`config.mk`:
```
export PLATFORM = sky130hd
export DESIGN_NAME = pushbutton_debounce_toggle
export DESIGN_NICKNAME = d
export VERILOG_FILES = /design/src/debounce_pkg.sv /design/src/debounce_if.sv /design/src/debounce_qualifier.sv /design/src/pushbutton_debounce_toggle.sv
export SDC_FILE = /design/constraint.sdc
export NUM_CORES = 1
export LEC_CHECK = 0
export ABC_AREA = 1
export BUFFER_PORTS_ARGS = -buffer_cell sky130_fd_sc_hd__buf_2
export CORE_ASPECT_RATIO = 0.5
export CORE_UTILIZATION = 35
export CTS_CLUSTER_DIAMETER = 60
export DETAILED_ROUTE_END_ITERATION = 7
export GPL_ROUTABILITY_DRIVEN = 0
export HOLD_SLACK_MARGIN = 0.02
export PLACE_DENSITY = 0.46
export SLEW_MARGIN = 10
export SYNTH_ARGS = -nofsm -noshare
export SYNTH_HDL_FRONTEND = slang
export SYNTH_HIERARCHICAL = 1
export SYNTH_SLANG_ARGS = --single-unit
```
`constraint.sdc`:
```
create_clock -name i_clk -period 2.15 [get_ports i_clk]
set_input_delay 0.1075 -clock i_clk [delete_from_list [all_inputs] [get_ports i_clk]]
set_output_delay 0.1075 -clock i_clk [all_outputs]
set_load 0.03 [all_outputs]
```
`src/debounce_pkg.sv`:
```
// Constants shared by the pushbutton debounce toggle design
package debounce_pkg;
	localparam int unsigned CLK_FREQ_HZ = 100_000_000;
	localparam int unsigned DEBOUNCE_MS = 50;
	// Cycles of stable input needed before the debounced state moves
	localparam int unsigned QUAL_CYCLES = (CLK_FREQ_HZ / 1000) * DEBOUNCE_MS;
	localparam int unsigned SAMPLE_DIV = 1;
	localparam logic RELEASED_LEVEL = 1'b1;
	localparam logic LATCH_OFF = 1'b0;
endpackage

```
`src/debounce_if.sv`:
```
// Interface carrying the qualifier result back to the top module
`timescale 1ns/10ps
interface debounce_if;
	logic state;
	logic fall;
	modport qual (output state, output fall);
	modport user (input state, input fall);
endinterface

```
`src/debounce_qualifier.sv`:
```
// Stable-level qualifier: counter with restart on mismatch
`timescale 1ns/10ps
module debounce_qualifier #(
	parameter int unsigned QUAL_CYCLES = debounce_pkg::QUAL_CYCLES
) (
	input wire logic i_clk,
	input wire logic i_rst,
	input wire logic i_hold,
	input wire logic i_sample,
	debounce_if.qual bus
);
	typedef struct packed {
		logic [31:0] cnt;
		logic state;
		logic fall;
	} qual_state_type;
	qual_state_type s_q;
	qual_state_type s_d;

	// Restart on mismatch, load raw level once stable long enough
	always_comb begin
		s_d = s_q;
		s_d.fall = 1'b0;
		if (i_hold) begin
			s_d.cnt = '0; // Input ignored while supply is low
		end else if (i_sample == s_q.state) begin
			s_d.cnt = '0;
		end else if (s_q.cnt >= QUAL_CYCLES - 1) begin
			s_d.cnt = '0;
			s_d.state = i_sample;
			s_d.fall = s_q.state & ~i_sample;
		end else begin
			s_d.cnt = s_q.cnt + 32'h1;
		end
	end

	// Released level after reset so nothing toggles at start
	always_ff @(posedge i_clk or posedge i_rst) begin
		if (i_rst) begin
			s_q <= '{cnt: '0, state: debounce_pkg::RELEASED_LEVEL, fall: 1'b0};
		end else begin
			s_q <= s_d;
		end
	end

	assign bus.state = s_q.state;
	assign bus.fall = s_q.fall;
endmodule // debounce_qualifier

```
`src/pushbutton_debounce_toggle.sv`:
```
// Push-on/push-off controller with debounce and toggle latch
`timescale 1ns/10ps
// Summary of operation
// - Outputs always complementary, each accepted closure flips
// - Switch release never changes outputs
// - Level must hold 50 ms before accepted
// - Mismatch restarts the qualification counter
// - Stable period end loads raw level
// - Toggle only on debounced falling edge
// - Force off asynchronously clears the toggle
// - Undervoltage holds output low, ignores input
// - Idle input high, pressed switch pulls low
module pushbutton_debounce_toggle #(
	parameter int unsigned CLK_FREQ_HZ = debounce_pkg::CLK_FREQ_HZ,
	parameter int unsigned DEBOUNCE_MS = debounce_pkg::DEBOUNCE_MS,
	parameter int unsigned QUAL_CYCLES = (CLK_FREQ_HZ / 1000) * DEBOUNCE_MS
) (
	input wire logic i_clk,
	input wire logic i_rst,
	input wire logic i_button_sense_n,
	input wire logic i_force_off,
	input wire logic i_undervoltage,
	output logic o_latched_level,
	output logic o_latched_level_n
);
	// Pin synchronisers, cleared only by power-on reset: if force off
	// also cleared them, a switch held through a long force off would
	// read as released and then pressed again, and toggle the latch
	typedef struct packed {
		logic [1:0] sense_sync;
		logic [1:0] uv_sync;
	} top_state_type;

	// Latch with its release synchroniser; force off clears both
	typedef struct packed {
		logic [1:0] clr_sync;
		logic toggle;
		logic toggle_n;
	} latch_state_type;

	top_state_type s_q;
	top_state_type s_d;
	latch_state_type l_q;
	latch_state_type l_d;
	logic clear_async;
	logic uv_hold;
	logic sense_sampled;
	logic clr_blocked;
	logic press_event;
	debounce_if qbus();

	// Next latch level: lockout wins over a press in the same cycle
	function automatic logic next_latch(
		input logic cur,
		input logic hold,
		input logic press
	);
		logic nxt;
		nxt = cur;
		if (hold) begin
			nxt = debounce_pkg::LATCH_OFF;
		end else if (press) begin
			nxt = ~cur;
		end
		return nxt;
	endfunction

	// Force off acts without the clock; merged with power-on reset
	assign clear_async = i_rst | i_force_off;

	// Synchronised pin levels under readable names
	assign uv_hold = s_q.uv_sync[1];
	assign sense_sampled = s_q.sense_sync[1]; // Low means pressed
	assign clr_blocked = l_q.clr_sync[1];

	// Presses right after force off release are dropped on purpose:
	// the clear pin is asynchronous and the latch must not race it.
	// Only a debounced fall counts, so a release never flips anything
	assign press_event = qbus.fall & ~clr_blocked;

	// Qualifier sees only the second synchroniser stage
	debounce_qualifier #(
		.QUAL_CYCLES(QUAL_CYCLES)
	) u_qual (
		.i_clk(i_clk),
		.i_rst(i_rst),
		.i_hold(uv_hold),
		.i_sample(sense_sampled),
		.bus(qbus.qual)
	);

	// Two flip-flops on the sense and lockout pins before any logic
	always_comb begin
		s_d = s_q;
		s_d.sense_sync = {s_q.sense_sync[0], i_button_sense_n};
		s_d.uv_sync = {s_q.uv_sync[0], i_undervoltage};
	end

	// Sense stages reset to the released level, lockout stages to off
	always_ff @(posedge i_clk or posedge i_rst) begin
		if (i_rst) begin
			s_q <= '{sense_sync: {2{debounce_pkg::RELEASED_LEVEL}}, uv_sync: 2'h0};
		end else begin
			s_q <= s_d;
		end
	end

	// Latch flips only on an accepted debounced press; lockout forces it off
	always_comb begin
		l_d = l_q;
		l_d.clr_sync = {l_q.clr_sync[0], 1'b0};
		l_d.toggle = next_latch(l_q.toggle, uv_hold, press_event);
		l_d.toggle_n = ~l_d.toggle;
	end

	// Cleared asynchronously; clear-release stages start blocked
	always_ff @(posedge i_clk or posedge clear_async) begin
		if (clear_async) begin
			l_q <= '{clr_sync: 2'h3, toggle: debounce_pkg::LATCH_OFF,
				toggle_n: ~debounce_pkg::LATCH_OFF};
		end else begin
			l_q <= l_d;
		end
	end

	// Both outputs straight from the latch flip-flops
	assign o_latched_level = l_q.toggle;
	assign o_latched_level_n = l_q.toggle_n;
endmodule // pushbutton_debounce_toggle

```
; ---- Yosys cells after proc, flatten, opt, wreduce, memory -nomap -nowiden
; Cells that the tools add are included.
[classes]
add_sub_neg = 1
n_lt_le_gt_ge = 1
n_eq_ne = 1
mux = 8
bitwise = 9
reduce_logical = 1
[ops]
columns = operator, n
row1 = $mux 32, 3
row2 = $add 32x1->32 const B, 1
row3 = $ge 32x23->1 const B, 1
row4 = $not 1->1, 6
row5 = $mux 1, 5
row6 = $reduce_and 3->1, 1
row7 = $and 1x1->1, 2
row8 = $eq 1x1->1, 1
row9 = $or 1x1->1, 1
[totals]
reg_bits = 42
in_bits = 5
out_inout_bits = 2
wordCells = 29

; ---- Logic depth before layout (Yosys ltp)
[logic_depth]
ltp_word = 5
ltp_mapped = 11
ltp_nobuf = 11

; ---- Hierarchy
; Netlist, hierarchy kept.
[by_module_without_submodules]
columns = module, instances, cells_each, area_per_inst_um2, seq_area_each_um2
row1 = debounce_qualifier, 1, 195, 1681.6, 852.1
row2 = pushbutton_debounce_toggle, 1, 21, 264.0, 206.4

; ---- Worst setup path before layout
; No wires, ideal clock.
[synth_timing]
kind = register -> register
from = register s_q[3] (netlist name)
to = register u_qual/s_q[21] in the netlist's numbering
setup_ns = 0.071
arrival_ns = 1.365
required_ns = 2.079
slack_ns = 0.713
stages_incl_launch_ff = 7
n_path_buf = 1
synth_period_minus_slack_ns = 1.437
path_cell_list = dfstp_2 > inv_1 > ha_1 > nor2_1 > nand3_2 > buf_6 > nor2_1
[synth_rtl]
columns = item, line
row1 = "end signal, assigned", debounce_qualifier.sv:40  ; s_q <= '{cnt: '0, state: debounce_pkg::RELEASED_LEVEL, fall: 1'b0};
row2 = "end, declared", debounce_qualifier.sv:17  ; qual_state_type s_q;

==> flow_summary_export.csv <==
group,metric,value,unit
outcome,status,"finished, final reports clean",
floorplanning,die-area,0.00588,mm2
route,via_count,1360,
route,drt_iter0_markers,44,
global_route,grt_max_degree,35,
finish,n_fill_cell,513,
place,hpwl,2470,um
global_route,grt_overflow,0,
timing,rsz0062_at_grt,"no",
cts,clockBufferDepth,2,
timing,finClkSkew,4.80,ps
finish,drive_above_1_share,0.153,
global_route,grt_use_met3,0.0607,
finish,utilization,0.442,
logic_synthesis,yosysWarnings,6,
timing,setup_slack,497,ps
setup_path,cp-end-kind,"register",
finish,multi_input_area,812,um2
logic_synthesis,yosysTopAreaCell,"dfrtp_1",
logic_synthesis,synth-adder-area-share,0.0129,
logic_synthesis,synth_top_area_share,0.463,
finish,syn_to_final_growth,16.6,%
route,wl_per_cell,11.3,um
cts,cts-buffers-inserted,5,
timing,whs,235,ps
floorplanning,io_pins,7,
logic_synthesis,synthSimpleGateAreaFrac,0.289,
setup_path,path_common_cell,"nand2_1",
setup_path,worst_ep_required_time,2330,ps
cts,post_cts_buffers,0,
timing,min_period,1650,ps
logic_synthesis,synth_cells,216,
finish,mostFrequentLayoutCells,"nor2_1, nand2_1, dfrtp_1",
setup_path,cp.arrival,1840,ps
place,pre_cts_ws,487,ps
logic_synthesis,synth_top_family_by_area,"simple AND/OR/NAND/NOR gates",
logic_synthesis,ys_seq_area_frac,0.544,
cts,clkSinkCount,42,
power_and_ir_drop,irDropWorstVdd,0.000386,V
route,drc,0,
place,dpl.cell_count,300,
logic_synthesis,syn_area,0.00195,mm2
timing,fin_setup_tns,0,ps
finish,seq_area,0.00106,mm2
finish,n_antenna_cell,0,
setup_path,criticalPathCategory,"reg2reg",
logic_synthesis,synthXorXnorAreaFrac,0.0765,
setup_path,reg2reg_depth,9,
floorplanning,num_rows,18,
route,drtPass1Iterations,4,
timing,fin_crit_sh,0.769,
place,placed_area,0.00209,mm2
global_route,antenna_found_initial,0,
logic_synthesis,syn_avg_cell_area,9.01,um2
floorplanning,core_area,0.00513,mm2
global_route,top_usage_layer,"met2",
timing,max_freq,605,MHz
floorplanning,die_w,107,um
cts,clockRootBuffer,"clkbuf_8",
hold_path,hold_path_class,"in2async",
setup_path,slowest_delay,390,ps
route,vias_per_cell,4.36,
flow_run,maxCapViolCount,0,
logic_synthesis,synth.area.mux_share,0,
finish,mostFrequentLayoutCell,"nor2_1",
timing,slew_violations,0,
floorplanning,start_util,0.379,
finish,final_area,0.00227,mm2
place,portBuffers,6,
global_route,grt.met1_usage,0.185,
cts,cts_tree,"yes",
logic_synthesis,ys_types,24,
setup_path,cp-start-kind,"register",
power_and_ir_drop,finalPower,1.70,mW
logic_synthesis,yosys-top-cells-area,"dfrtp_1, nor2_1, nand2_1",
setup_path,critPathMaxFanout,23,
power_and_ir_drop,p_leak,0.956,nW
route,drt-total-wl,3530,um
logic_synthesis,synth_compound_area_frac,0.0193,
finish,layout.nets,248,
setup_path,crit_path_cell_trace,"ha_1, nand3_1, o21ai_1, nand2_1, nand2_1, nand2_1, nand3_2, buf_4, nor2_1",
power_and_ir_drop,p_per_area,748,mW/mm2
cts,clkTransAtPathRegs,80,ps
finish,fin_cells,312,
floorplanning,fp.dieH,54.7,um
global_route,use_met2,0.222,
cts,cts-resized-gates,0,
logic_synthesis,ys_ff_latch,42,
global_route,grt_pass1_wl,6050,um
setup_path,slowest_stage,"dfrtp_1",
global_route,first_global_vias,1311,
timing,hold_violations,0,
route,antenna_left,0,
cts,h-tree-depth,2,
timing,finalSetupViolCount,0,
cts,clk_latency,300,ps
global_route,grt.total_usage,0.146,
[cell type report]
cell class                      count  share of cell area
Inverter                           22              0.0364
Tap cell                           70              0.0386
Sequential cell                    42               0.467
Multi-Input combinational cell    158               0.358
Clock inverter                      2              0.0265
Timing Repair Buffer               12              0.0375
Clock buffer                        6              0.0364
[cell families after synthesis]
| logic type | Yosys count |
|---|---|
| compound gates | 7 |
| xor+xnor | 17 |
| fa+ha+maj | 2 |
| buf+inv | 24 |
| flops | 42 |
| other cells | 2 |
| simple gates | 122 |
[routing by layer]
layer	wire [um]	up-vias
met5	0	-
met4	51	0
met3	233	7
met2	1440	26
met1	1800	622
li1	-	705
[final timing paths]
path,slack (ps),startpoint,to
setup / recovery,500,u_qual/s_q[2],u_qual/s_q[21]
hold / removal,230,i_rst,s_d[1]
setup reg to reg,500,u_qual/s_q[2],u_qual/s_q[21]
hold reg to reg,360,l_d[3],clr_blocked
max in group asynchronous,1350,i_rst,u_qual/bus.state
min in group i_clk,360,l_d[3],clr_blocked
[report_power, final]
part | switching, mW | internal, mW
registers | 0.0141 | 0.828
clock network | 0.281 | 0.495
logic | 0.0509 | 0.0277
[synthesized netlist by cell type, drive strengths merged]
| library cell | count |
|---|---|
| a21oi | 4 |
| buf | 2 |
| conb | 2 |
| dfrtp | 36 |
| dfstp | 6 |
| ha | 2 |
| inv | 22 |
| nand2 | 45 |
| nand3 | 13 |
| nand4 | 3 |
| nor2 | 53 |
| nor3 | 7 |
| nor3b | 1 |
| o21ai | 2 |
| o31ai | 1 |
| xnor2 | 4 |
| xor2 | 13 |
[registers in the layout, indices dropped and copies added, names as in the netlist]
| name | count |
|---|---|
| u_qual/bus.fall | 1 |
| u_qual/bus.state | 1 |
| o_latched_level_n | 1 |
| o_latched_level | 1 |
| clr_blocked | 1 |
| s_d | 2 |
| u_qual/s_q | 32 |
| s_q | 2 |
| l_d | 1 |
[timing repair]
action,CTS,global route
hold buffers,4,0
endpoints found under the setup margin,0,0
endpoints found under the hold margin,40,0
[worst max-delay path, delay by kind of cell, from the launching register on]
family	cells	cell delay (ps)
adders and majority gates	1	210
buffers and inverters	1	260
and+or+nand+nor	6	500
DFF	1	390
AOI/OAI and AO/OA	1	170
No activity file was read; power rests on OpenSTA's default activity.
